File: src/hw/sink_ctrl_regs.svh
// Named constants for the serial sink driver control logic.
// Assumes inclusion by bare name from the design files of this block.
`ifndef SINK_CTRL_REGS_SVH
`define SINK_CTRL_REGS_SVH

// Channel count and word width of shift register and latches
`define SINK_WIDTH        8
`define SINK_MSB          7
`define SINK_ZERO         8'h00
// Global gain: 256 steps, code 8'hff is the full-gain end of the range
`define GAIN_STEPS        256
`define GAIN_RESET        8'hff
// Sampled enable history low, high, low marks a one-period pulse
`define OE_PULSE_PATTERN  3'h2
// Pad defaults when the controller leaves a pin undriven
`define STROBE_IDLE       1'h0
`define ENABLE_N_IDLE     1'h1
// Error buffer geometry
`define ERRBUF_DEPTH      2

`endif

File: src/hw/sink_ctrl_pkg.sv
// Types shared by the sink driver control logic.
// Assumes the constants header is compiled alongside.
package sink_ctrl_pkg;

    // Control phases: normal, mode switching, special
    typedef enum logic [1:0] {
        PH_NORMAL,
        PH_SWITCH,
        PH_SPECIAL
    } phase_type;

    // One bit per output channel
    typedef logic [7:0] chan_type;

endpackage : sink_ctrl_pkg

File: src/hw/edge_detect.sv
// Rising and falling edge detector for one synchronous input.
// Assumes the input is already synchronous to clk.
`timescale 1ns/1ps
`include "sink_ctrl_regs.svh"

module edge_detect #(
    parameter logic RESET_LEVEL = 1'h0
) (
    input  wire logic clk,
    input  wire logic sys_rst,
    input  wire logic sig,
    output logic      rise,
    output logic      fall
);

    logic prev_r;

    ////////////////////////////////////////////////////////////////////////
    // Previous level; reset value is the pad's idle level
    always_ff @(posedge clk) begin
        if (sys_rst) begin
            prev_r <= RESET_LEVEL;
        end else begin
            prev_r <= sig;
        end
    end

    // Edges are combinational so the caller acts in the edge cycle
    assign rise = sig & ~prev_r;
    assign fall = ~sig & prev_r;

endmodule : edge_detect

File: src/hw/two_entry_buffer.sv
// Small valid/ready buffer holding error snapshots.
// Assumes the drain side may stall for any number of cycles.
`timescale 1ns/1ps
`include "sink_ctrl_regs.svh"

module two_entry_buffer #(
    parameter int WIDTH = `SINK_WIDTH,
    parameter int DEPTH = `ERRBUF_DEPTH
) (
    input  wire logic             clk,
    input  wire logic             sys_rst,
    input  wire logic             inValid,
    output logic                  inReady,
    input  wire logic [WIDTH-1:0] inData,
    output logic                  outValid,
    input  wire logic             outReady,
    output logic [WIDTH-1:0]      outData
);

    localparam int PW = $clog2(DEPTH);

    logic [WIDTH-1:0] mem [DEPTH];
    logic [PW-1:0]    wrPtr_r;
    logic [PW-1:0]    rdPtr_r;
    logic [PW:0]      count_r;
    logic             push;
    logic             pop;

    // Honest full and empty from the occupancy count
    assign inReady  = (count_r != (PW+1)'(DEPTH));
    assign outValid = (count_r != '0);
    assign push     = inValid & inReady;
    assign pop      = outValid & outReady;
    assign outData  = mem[rdPtr_r];

    ////////////////////////////////////////////////////////////////////////
    // Pointers wrap on the depth, which need not be a power of two
    always_ff @(posedge clk) begin
        if (sys_rst) begin
            wrPtr_r <= '0;
            rdPtr_r <= '0;
            count_r <= '0;
        end else begin
            if (push) begin
                wrPtr_r <= (wrPtr_r == PW'(DEPTH - 1)) ? '0 : wrPtr_r + 1'b1;
            end
            if (pop) begin
                rdPtr_r <= (rdPtr_r == PW'(DEPTH - 1)) ? '0 : rdPtr_r + 1'b1;
            end
            count_r <= count_r + (PW+1)'(push) - (PW+1)'(pop);
        end
    end

    // Storage needs no reset; valid is carried by the count
    always_ff @(posedge clk) begin
        if (push) begin
            mem[wrPtr_r] <= inData;
        end
    end

endmodule : two_entry_buffer

File: src/hw/serial_led_sink_driver_ctrl.sv
// Control logic of an eight-channel serial sink driver.
// Assumes serial clock, strobe and enable are synchronous to clk and that
// the pads resolve undriven strobe low and undriven enable high.
`timescale 1ns/1ps
`include "sink_ctrl_regs.svh"

module serial_led_sink_driver_ctrl (
    input  wire logic                   clk,
    input  wire logic                   sys_rst,
    input  wire logic                   serialClk,
    input  wire logic                   serialIn,
    input  wire logic                   latchStrobe,
    input  wire logic                   outputEnableN,
    input  wire sink_ctrl_pkg::chan_type channelFault,
    output logic                        serialOut,
    output sink_ctrl_pkg::chan_type     sinkChannels,
    output sink_ctrl_pkg::chan_type     gainCode,
    output logic                        specialMode
);
    import sink_ctrl_pkg::*;

    phase_type phase_r;
    phase_type phaseNxt;
    chan_type  shiftReg_r;
    chan_type  shiftRegNxt;
    chan_type  outLatch_r;
    chan_type  outLatchNxt;
    chan_type  configLatch_r;
    chan_type  errorSticky_r;
    chan_type  errorStickyNxt;
    chan_type  errSample;
    chan_type  bufOutData;
    chan_type  sinkOn_r;
    logic      specialMode_r;
    logic [1:0] oeHist_r;
    logic      sclkRise;
    logic      strobeRise;
    logic      oeFall;
    logic      oePulse;
    logic      inSpecial;
    logic      inNormal;
    logic      selectDone;
    logic      errClear;
    logic      capReq_r;
    logic      bufInReady;
    logic      bufOutValid;
    logic      bufOutReady;
    logic      loadErr;
    logic      transparent;
    logic      configWrite;

    ////////////////////////////////////////////////////////////////////////
    // Edge detectors; history resets to pad idle levels
    edge_detect #(.RESET_LEVEL(1'h0)) sclkEdge (
        .clk     (clk),
        .sys_rst (sys_rst),
        .sig     (serialClk),
        .rise    (sclkRise),
        .fall    ()
    );

    edge_detect #(.RESET_LEVEL(`STROBE_IDLE)) strobeEdge (
        .clk     (clk),
        .sys_rst (sys_rst),
        .sig     (latchStrobe),
        .rise    (strobeRise),
        .fall    ()
    );

    edge_detect #(.RESET_LEVEL(`ENABLE_N_IDLE)) enableEdge (
        .clk     (clk),
        .sys_rst (sys_rst),
        .sig     (outputEnableN),
        .rise    (),
        .fall    (oeFall)
    );

    ////////////////////////////////////////////////////////////////////////
    // Mode detection: enable seen high at exactly one serial rise
    assign oePulse    = sclkRise &
                        ({oeHist_r, outputEnableN} == `OE_PULSE_PATTERN);
    assign inSpecial  = (phase_r == PH_SPECIAL);
    assign inNormal   = (phase_r == PH_NORMAL);
    assign selectDone = (phase_r == PH_SWITCH) & sclkRise;
    // Clear only on a real return from special to normal
    assign errClear   = selectDone & ~latchStrobe & specialMode_r;

    // Phase sequencing; switching lasts until the next serial rise
    always_comb begin
        phaseNxt = phase_r;
        case (phase_r)
            PH_NORMAL: begin
                if (oePulse) begin
                    phaseNxt = PH_SWITCH;
                end
            end
            PH_SWITCH: begin
                if (sclkRise) begin
                    phaseNxt = latchStrobe ? PH_SPECIAL : PH_NORMAL;
                end
            end
            PH_SPECIAL: begin
                if (oePulse) begin
                    phaseNxt = PH_SWITCH;
                end
            end
            default: begin
                phaseNxt = PH_NORMAL;
            end
        endcase
    end

    // Phase, mode and enable history
    always_ff @(posedge clk) begin
        if (sys_rst) begin
            phase_r       <= PH_NORMAL;
            specialMode_r <= 1'h0;
            oeHist_r      <= {2{`ENABLE_N_IDLE}};
        end else begin
            phase_r <= phaseNxt;
            if (selectDone) begin
                specialMode_r <= latchStrobe;
            end
            if (sclkRise) begin
                oeHist_r <= {oeHist_r[0], outputEnableN};
            end
        end
    end

    ////////////////////////////////////////////////////////////////////////
    // Error status: sampled while enabled in special mode, sticky per
    // channel, and a new fault wins over a clear in the same cycle
    assign errSample = (inSpecial & ~outputEnableN) ? channelFault
                                                    : `SINK_ZERO;
    assign errorStickyNxt = (errClear ? `SINK_ZERO : errorSticky_r)
                            | errSample;

    always_ff @(posedge clk) begin
        if (sys_rst) begin
            errorSticky_r <= `SINK_ZERO;
        end else begin
            errorSticky_r <= errorStickyNxt;
        end
    end

    // Snapshot request on each enable fall in special mode; held while the
    // buffer is full, so a slow reader delays capture instead of losing it
    always_ff @(posedge clk) begin
        if (sys_rst) begin
            capReq_r <= 1'h0;
        end else if (oeFall & inSpecial) begin
            capReq_r <= 1'h1;
        end else if (bufInReady) begin
            capReq_r <= 1'h0;
        end
    end

    two_entry_buffer #(.WIDTH(`SINK_WIDTH), .DEPTH(`ERRBUF_DEPTH)) errBuf (
        .clk      (clk),
        .sys_rst  (sys_rst),
        .inValid  (capReq_r),
        .inReady  (bufInReady),
        .inData   (errorSticky_r),
        .outValid (bufOutValid),
        .outReady (bufOutReady),
        .outData  (bufOutData)
    );

    ////////////////////////////////////////////////////////////////////////
    // Shift register: a waiting snapshot replaces the shift on one rise,
    // trading that input bit for a parallel status load
    assign bufOutReady = sclkRise & inSpecial;
    assign loadErr     = bufOutReady & bufOutValid;
    assign shiftRegNxt = loadErr  ? bufOutData :
                         sclkRise ? {shiftReg_r[`SINK_MSB-1:0], serialIn}
                                  : shiftReg_r;

    always_ff @(posedge clk) begin
        if (sys_rst) begin
            shiftReg_r <= `SINK_ZERO;
        end else begin
            shiftReg_r <= shiftRegNxt;
        end
    end

    // Last stage is the chain output to the next driver
    assign serialOut = shiftReg_r[`SINK_MSB];

    ////////////////////////////////////////////////////////////////////////
    // Latches: output latch transparent only in normal phase; special-mode
    // strobe pulses go to the configuration latch instead
    assign transparent = inNormal & latchStrobe;
    assign configWrite = inSpecial & strobeRise;
    assign outLatchNxt = transparent ? shiftReg_r : outLatch_r;

    always_ff @(posedge clk) begin
        if (sys_rst) begin
            outLatch_r    <= `SINK_ZERO;
            configLatch_r <= `GAIN_RESET;
        end else begin
            outLatch_r <= outLatchNxt;
            if (configWrite) begin
                configLatch_r <= shiftReg_r;
            end
        end
    end

    // Global gain code for the current regulator, one of 256 steps
    assign gainCode = configLatch_r;

    ////////////////////////////////////////////////////////////////////////
    // Channel drive: same enable gating in every mode
    always_ff @(posedge clk) begin
        if (sys_rst) begin
            sinkOn_r <= `SINK_ZERO;
        end else begin
            sinkOn_r <= outLatchNxt & {`SINK_WIDTH{~outputEnableN}};
        end
    end

    assign sinkChannels = sinkOn_r;
    assign specialMode  = specialMode_r;
endmodule : serial_led_sink_driver_ctrl

File: config.mk
export PLATFORM = sky130hd
export DESIGN_NAME = serial_led_sink_driver_ctrl
export DESIGN_NICKNAME = d
export VERILOG_FILES = /design/src/hw/sink_ctrl_pkg.sv /design/src/hw/edge_detect.sv /design/src/hw/two_entry_buffer.sv /design/src/hw/serial_led_sink_driver_ctrl.sv
export VERILOG_INCLUDE_DIRS = /design/src /design/src/hw
export SDC_FILE = /design/constraint.sdc
export NUM_CORES = 1
export LEC_CHECK = 0
export BUFFER_PORTS_ARGS = -buffer_cell sky130_fd_sc_hd__buf_2
export CAP_MARGIN = 20
export CORE_MARGIN = 10
export CORE_UTILIZATION = 50
export CTS_CLUSTER_SIZE = 24
export DETAILED_ROUTE_END_ITERATION = 10
export PLACE_DENSITY = 0.75
export SETUP_SLACK_MARGIN = 0.15
export SYNTH_ARGS = -nofsm -noshare
export SYNTH_HDL_FRONTEND = slang
export SYNTH_SLANG_ARGS = --single-unit
File: constraint.sdc
create_clock -name clk -period 1.78 [get_ports clk]
set_input_delay 0 -clock clk [delete_from_list [all_inputs] [get_ports clk]]
set_output_delay 0 -clock clk [all_outputs]
set_load 0.05 [all_outputs]
==> results of run 1 <==
[power by group through the flow]
stage	clock network (W)	registers, W	logic, W
after CTS	0.00147	0.00164	0.000137
after detailed placement	0	0.00167	0.000116
after global placement	0	0.00167	0.000113
after floorplan	0	0.00168	0.0000669
final	0.00144	0.00163	0.000139
after global routing	0.00154	0.00163	0.000152
[sequential cells by signal (all words and copies together), names as in the netlist, 8 cells and up, named ones only]
register	flops
errBuf.mem	16
errorSticky_r	8
gainCode	8
outLatch_r	8
shiftReg_r	8
sinkChannels	8
[how the worst max path moves through the flow]
stage | start | slack, ns | endpoint
2_1_floorplan | errBuf.count_r[0] | 0.16 | errBuf.count_r[1]
3_3_place_gp | errBuf.count_r[0] | 0.27 | errBuf.count_r[1]
3_5_place_dp | errBuf.count_r[0] | 0.19 | errBuf.count_r[1]
4_1_cts | errBuf.count_r[0] | 0.18 | errBuf.count_r[1]
5_1_grt | sclkEdge.prev_r | 0.13 | errBuf.count_r[1]
6_report | sclkEdge.prev_r | 0.29 | errBuf.count_r[1]
[final cells by class]
type	instances	share of cell area, %
clock buffers	13	4.828
clock inverters	3	1.962
inverters	3	0.3395
multi-input cells	143	31.12
flip-flops and latches	70	47.34
well taps	70	2.641
repair buffers	58	11.77
[per-stage QoR]
stage               hold slack [ns]  total power (W)  worst slack [ns]
CTS                          0.1019         0.003240            0.1779
floorplan                    0.1242         0.001742            0.1626
detailed placement           0.2127         0.001789            0.1947
global route                 0.1300         0.003323            0.1336
global placement             0.2084         0.001786            0.2714
finish                       0.1117         0.003212            0.2870
[worst max-delay path, cell delays in order (launching register included)]
cell and delay [ns]:
dfxtp_1 0.35, nor2b_2 0.19, nand3_4 0.09, xnor2_2 0.15, ha_2 0.19, nor3b_1 0.13, a31oi_1 0.14, o311ai_1 0.12
[cell families (layout without fill, tap and decap cells)]
kind of cell               after synthesis  count (layout)
and+or+nand+nor                         89              89
DFF                                     70              70
AOI/OAI and AO/OA                       27              27
muxes                                   25              25
buffers and inverters                   17              77
adders and majority gates                1               1
xor gates and xnor gates                 1               1
[what timing repair did]
action                                 in CTS  in global routing
setup endpoints to repair                   0                  1
resized for setup                           0                 12
endpoints found under the hold margin      16                  0
setup buffers                               0                  2
hold buffers                               13                  0
[routing by layer]
layer  GRT usage, %  vias to the layer above  part of all wire [%]
met1          15.70                      857                    47
met4          6.555                        0                  0.87
met3          5.569                        4                   6.2
li1               -                      948                     -
met5              0                        -                     0
met2          19.88                       39                    45
[placed cells by master (no fill, tap or decap), types with 2 or more instances in the layout]
cell type | synthesis | layout
clkbuf_8 | 0 | 9
buf_2 | 7 | 31
buf_4 | 1 | 14
nor4b_1 | 2 | 2
nor3b_1 | 2 | 2
dfxtp_4 | 0 | 2
inv_1 | 3 | 3
nand4_1 | 8 | 8
mux2_2 | 8 | 8
nand3_1 | 21 | 20
clkbuf_1 | 4 | 3
nor2_1 | 22 | 22
o2111ai_1 | 8 | 8
a21oi_1 | 3 | 3
bufinv_16 | 0 | 2
mux2i_1 | 17 | 17
a22o_1 | 8 | 8
nor2b_1 | 6 | 4
nand2_1 | 14 | 14
nand2b_4 | 2 | 2
dfxtp_1 | 54 | 51
dlygate4sd3_1 | 0 | 13
edfxtp_1 | 16 | 16
==> impl_metrics.py, run 1 <==
metrics = {
    "power": {
        "p_int_w": 0.002562,
        "combPwrFrac_pct": 4.3,
        "p_leak_nw": 1.301,
        "p_seq_share_pct": 50.9,
        "switching_power_w": 0.0006491,
        "power.density_nw_per_um2": 968.2,
        "pwr-share-clk_pct": 44.8,
        "vdd_drop_max_v": 0.0005825,
        "swShare_pct": 20.21,
    },
    "grt": {
        "grt_max_degree": 18,
        "grt_pass1_wl_microns": 9018,
        "grt_util_all_layers_pct": 13.14,
        "overflow": 0,
        "antenna_found_initial": 0,
        "grt_pass1_vias": 1838,
    },
    "clock_tree": {
        "cts_buffers": 9,
        "ctsRootBufferMaster": "clkbuf_8",
        "clockBufferDepth": 2,
        "cts_sinks": 70,
        "tritoncts": "yes",
        "h-tree-depth": 3,
        "clock_latency_ns": 0.34,
        "clk_pin_slew_ns": 0.07,
    },
    "worst_setup_path": {
        "ff2ff_path_depth": 7,
        "arrival_ns": 1.70,
        "start_kind": "flop",
        "path_class": "flop to flop",
        "cp_max_fo": 4,
        "critPathCaptureType": "flop",
        "r2r_end": "errBuf.count_r[1]",
        "timing.rr.start": "sclkEdge.prev_r",
        "critPathRequiredTime_ns": 1.99,
        "regToRegSetupSlack_ns": 0.29,
    },
    "route": {
        "drc_errors": 0,
        "drt-total-wl_microns": 5307,
        "ant_nets": 0,
        "routedWlPerCell_microns": 14.74,
        "first_iter_violations": 167,
        "num_vias": 1848,
        "dr.pass1.iters": 4,
        "vias_per_cell": 5.133,
    },
    "synth": {
        "ys_ff_latch": 70,
        "synth_cells": 230,
        "synth_top_family_by_area": "simple AND/OR/NAND/NOR gates",
        "synth_cell_type_count": 42,
        "synth_area_sq_um": 2635,
        "yosys-top-cells-area": "dfxtp_1 (41%), edfxtp_1 (18%), mux2i_1 (6.5%), nand3_1 (4.0%), mux2_2 (3.4%)",
        "synthMostInstantiatedCell": "dfxtp_1",
        "synth-main-ff-cell": "dfxtp_1",
        "yosysWarnings": 0,
        "synth_top_area_share_pct": 41.03,
        "yosys.area.top_type": "dfxtp_1",
        "async_flop_share_pct": 0,
        "syn-num-nets": 245,
        "seq_area_frac_synth_pct": 59.26,
        "synth_edf_count": 16,
        "synthAdderAreaFrac_pct": 0.4748,
        "synth_compound_area_share_pct": 8.737,
        "synth_mux_area_share_pct": 9.877,
        "syn_avg_cell_area_sq_um": 11.46,
        "synth_xor_area_share_pct": 0.3324,
        "synthSimpleGateAreaFrac_pct": 18.42,
        "synth_common_cells": "dfxtp_1 (54), nor2_1 (22), nand3_1 (21)",
    },
    "timing": {
        "relSlewSlack_pct": 67.42,
        "rsz0062_at_grt": "no",
        "report.final.slew_viol_count": 0,
        "hold_viol_final": 0,
        "tightest_slew_ns": 0.4866,
        "fin_worst_skew_ns": 0.005825,
        "clock.fmax_mhz": 669.8,
        "min_period_ns": 1.493,
        "timing.final.crit_share_pct": 83.88,
        "finalSetupViolCount": 0,
        "fin_setup_tns_ns": 0,
    },
    "layout": {
        "multi_input_area_sq_um": 1032,
        "diodes": 0,
        "design_area_sq_um": 3317,
        "synthToLayoutAreaGrowth_pct": 25.88,
        "final_cells": 360,
        "ff_latch_area_sq_um": 1570,
        "nFillCells": 408,
        "post-route-util_pct": 64.94,
        "drive_gt1_share_pct": 27.93,
        "fin_nets": 300,
    },
    "floorplanning": {
        "dieHeight_microns": 92.60,
        "core_area_sq_um": 5107,
        "num_rows": 26,
        "die_x_microns": 92.60,
        "initial_core_util_pct": 51.59,
        "design.portCount": 32,
        "dieArea_sq_um": 8574,
    },
    "placed_design": {
        "place_congestion": 0.8191,
        "dpl.cell_count": 329,
        "placed_area_sq_um": 2904,
        "hpwlAfterDp_microns": 3644,
        "portBuffers": 31,
    },
    "worst_hold_path": {
        "hp-class": "input port to flop",
        "hold_path_end": "phase_r[1]",
        "whs_path_depth": 3,
        "hp-start": "serialClk",
    },
    "outcome": {
        "status": "finished clean",
    },
    "job": {
        "maxCapViolations": 0,
    },
}
Power figures use the tool's default switching activity.
==> run 2: changes to the inputs <==
--- a/config.mk
+++ b/config.mk
@@ -6,13 +6,14 @@
 export SDC_FILE = /design/constraint.sdc
 export NUM_CORES = 1
 export LEC_CHECK = 0
+export ABC_AREA = 1
 export BUFFER_PORTS_ARGS = -buffer_cell sky130_fd_sc_hd__buf_2
 export CAP_MARGIN = 20
 export CORE_MARGIN = 10
 export CORE_UTILIZATION = 50
 export CTS_CLUSTER_SIZE = 24
 export DETAILED_ROUTE_END_ITERATION = 10
-export PLACE_DENSITY = 0.75
+export PLACE_DENSITY = 0.72
 export SETUP_SLACK_MARGIN = 0.15
 export SYNTH_ARGS = -nofsm -noshare
 export SYNTH_HDL_FRONTEND = slang
==> constraint.sdc (replaced) <==
create_clock -name clk -period 1.4 [get_ports clk]
set_input_delay 0 -clock clk [delete_from_list [all_inputs] [get_ports clk]]
set_output_delay 0 -clock clk [all_outputs]
set_load 0.05 [all_outputs]
==> impl_metrics.py, run 2 <==
metrics = {
    "outcome": {
        "status": "finished clean",
    },
    "synth": {
        "synth_top_area_share_pct": 41.12,
        "syn_avg_cell_area_sq_um": 8.733,
        "synth_mux_area_share_pct": 0,
        "yosys-top-cells-area": "dfxtp_1 (41%), edfxtp_1 (18%), nand2_1 (9.6%), inv_1 (5.0%), nor2_1 (4.7%)",
        "synth_cells": 301,
        "synth_compound_area_share_pct": 9.424,
        "seq_area_frac_synth_pct": 59.40,
        "yosys.area.top_type": "dfxtp_1",
        "synthSimpleGateAreaFrac_pct": 23.42,
        "yosysWarnings": 0,
        "synth-main-ff-cell": "dfxtp_1",
        "synth_common_cells": "nand2_1 (67), dfxtp_1 (54), inv_1 (35)",
        "syn-num-nets": 316,
        "synth_edf_count": 16,
        "synth_xor_area_share_pct": 0.3332,
        "async_flop_share_pct": 0,
        "synthMostInstantiatedCell": "nand2_1",
        "ys_ff_latch": 70,
        "synth_cell_type_count": 21,
        "synth_top_family_by_area": "simple AND/OR/NAND/NOR gates",
        "synthAdderAreaFrac_pct": 0.4760,
        "synth_area_sq_um": 2629,
    },
    "timing": {
        "hold_viol_final": 0,
        "fin_setup_tns_ns": 0,
        "report.final.slew_viol_count": 0,
        "min_period_ns": 1.272,
        "holdWs_ns": 0.05009,
        "finalSetupViolCount": 0,
        "clock.fmax_mhz": 786.2,
        "timing.final.crit_share_pct": 90.85,
        "fin_worst_skew_ns": 0.005063,
        "rsz0062_at_grt": "yes",
        "tightest_slew_ns": 0.3982,
        "relSlewSlack_pct": 73.42,
    },
    "power": {
        "power.density_nw_per_um2": 1216,
        "p_leak_nw": 1.503,
        "vdd_drop_max_v": 0.001197,
    },
    "route": {
        "routedWlPerCell_microns": 12.58,
        "first_iter_violations": 123,
        "ant_nets": 0,
        "vias_per_cell": 4.759,
        "drc_errors": 0,
        "dr.pass1.iters": 4,
        "num_vias": 2075,
        "drt-total-wl_microns": 5484,
    },
    "floorplanning": {
        "core_area_sq_um": 5107,
        "dieHeight_microns": 92.51,
        "design.portCount": 32,
        "num_rows": 26,
        "initial_core_util_pct": 51.47,
        "die_x_microns": 92.51,
        "dieArea_sq_um": 8558,
    },
    "worst_setup_path": {
        "r2r_end": "errBuf.count_r[0]",
        "path_class": "flop to flop",
        "critPathRequiredTime_ns": 1.67,
        "ff2ff_path_depth": 9,
        "regToRegSetupSlack_ns": 0.13,
        "arrival_ns": 1.54,
        "cp_max_fo": 3,
        "start_kind": "flop",
        "critPathCaptureType": "flop",
        "critPathLaunch": "errBuf.count_r[0]",
        "timing.rr.start": "errBuf.count_r[0]",
    },
    "job": {
        "maxCapViolations": 0,
    },
    "clock_tree": {
        "clk_pin_slew_ns": 0.07,
        "h-tree-depth": 3,
        "clock_latency_ns": 0.34,
        "tritoncts": "yes",
        "cts_buffers": 9,
        "ctsRootBufferMaster": "clkbuf_8",
        "clockBufferDepth": 2,
        "cts_sinks": 70,
    },
    "placed_design": {
        "dpl.cell_count": 403,
        "place_congestion": 0.8031,
        "hpwlAfterDp_microns": 3740,
        "portBuffers": 31,
    },
    "layout": {
        "final_common_cell": "nand2_1",
        "largest_reg_flops": 16,
        "fin_nets": 376,
        "synthToLayoutAreaGrowth_pct": 26.65,
        "diodes": 0,
        "final_cell_mix": "nand2_1 (64), dfxtp_1 (50), inv_1 (33)",
        "final_cells": 436,
        "drive_gt1_share_pct": 25.14,
        "regMostFlops": "errBuf.mem",
    },
    "grt": {
        "grt_pass1_wl_microns": 9142,
        "grt_pass1_vias": 2043,
        "overflow": 0,
        "grt_util_all_layers_pct": 13.31,
        "grt_max_degree": 21,
        "antenna_found_initial": 0,
    },
    "worst_hold_path": {
        "hold_path_end": "sinkChannels[7]",
        "hp-start": "outputEnableN",
        "hp-class": "input port to flop",
        "whs_path_depth": 2,
    },
}
[run 2: worst max path at each step]
stage                        end  cells past startpoint  slack (ns)
2_1_floorplan  errBuf.count_r[0]                      9        0.14
3_3_place_gp   errBuf.count_r[0]                      9        0.08
3_5_place_dp   errBuf.count_r[0]                      9        0.04
4_1_cts        errBuf.count_r[0]                      9        0.11
5_1_grt        errBuf.count_r[0]                      9        0.05
6_report       errBuf.count_r[0]                      9        0.13
[run 2: area by class of cell]
type	count	area, sq um
Clock buffer	11	141.4
Clock inverter	5	48.80
Fill cell	449	1778
Inverter	39	153.9
Multi-Input combinational cell	184	947.2
Sequential cell	70	1569
Tap cell	70	87.58
Timing Repair Buffer	57	381.6
[run 2: repair_timing]
| item | in CTS | in global routing |
|---|---|---|
| endpoints found under the setup margin | 18 | 23 |
| resized for setup | 10 | 15 |
| buffers inserted | 2 | 4 |
| cloned | 0 | 0 |
| pin swaps | 8 | 12 |
| endpoints found under the hold margin | 11 | 0 |
| hold buffers | 11 | 0 |
[run 2: logic make-up after synthesis]
| kind of cell | after synthesis |
|---|---|
| buffers and inverters | 47 |
| AO/OA/AOI/OAI | 45 |
| AND/OR/NAND/NOR | 137 |
| adder cells (fa/ha/maj) | 1 |
| XOR/XNOR | 1 |
| flip-flops | 70 |
[run 2: per-stage QoR]
stage          setup WS, ns  util [%]  instance area, sq um  power, W
2_1_floorplan        0.1422         -                  2638  0.002406
3_5_place_dp        0.03970     57.01                  2912  0.002493
5_1_grt             0.05356     65.19                  3329  0.004218
6_report             0.1280     65.19                  3329  0.004049
3_3_place_gp        0.08336     57.01                  2912  0.002485
4_1_cts              0.1056     63.99                  3268  0.004078
[run 2: critical path: stages (launching register included)]
cell and delay, ns:
dfxtp_2 0.35, nor2_1 0.05, buf_4 0.14, nor2_8 0.11, nand2_4 0.06, nand2_2 0.06, nand2_2 0.06, ha_4 0.26
inv_2 0.03, nor2_2 0.08
[run 2: per-layer routing]
layer | vias to the layer above | routed length [microns] | GRT usage [%]
met1 | 937 | 2309 | 14.33
met3 | 9 | 284 | 5.085
li1 | 1088 | - | -
met4 | 0 | 90 | 6.555
met2 | 41 | 2799 | 22.47
met5 | - | 0 | 0
[run 2: power breakdown]
group	leakage [nW]	switching [W]	internal, W
sequential	0.596	0.0000279	0.00212
combinational	0.806	0.000222	0.000112
clock	0.101	0.000710	0.000857
total	1.50	0.000960	0.00309
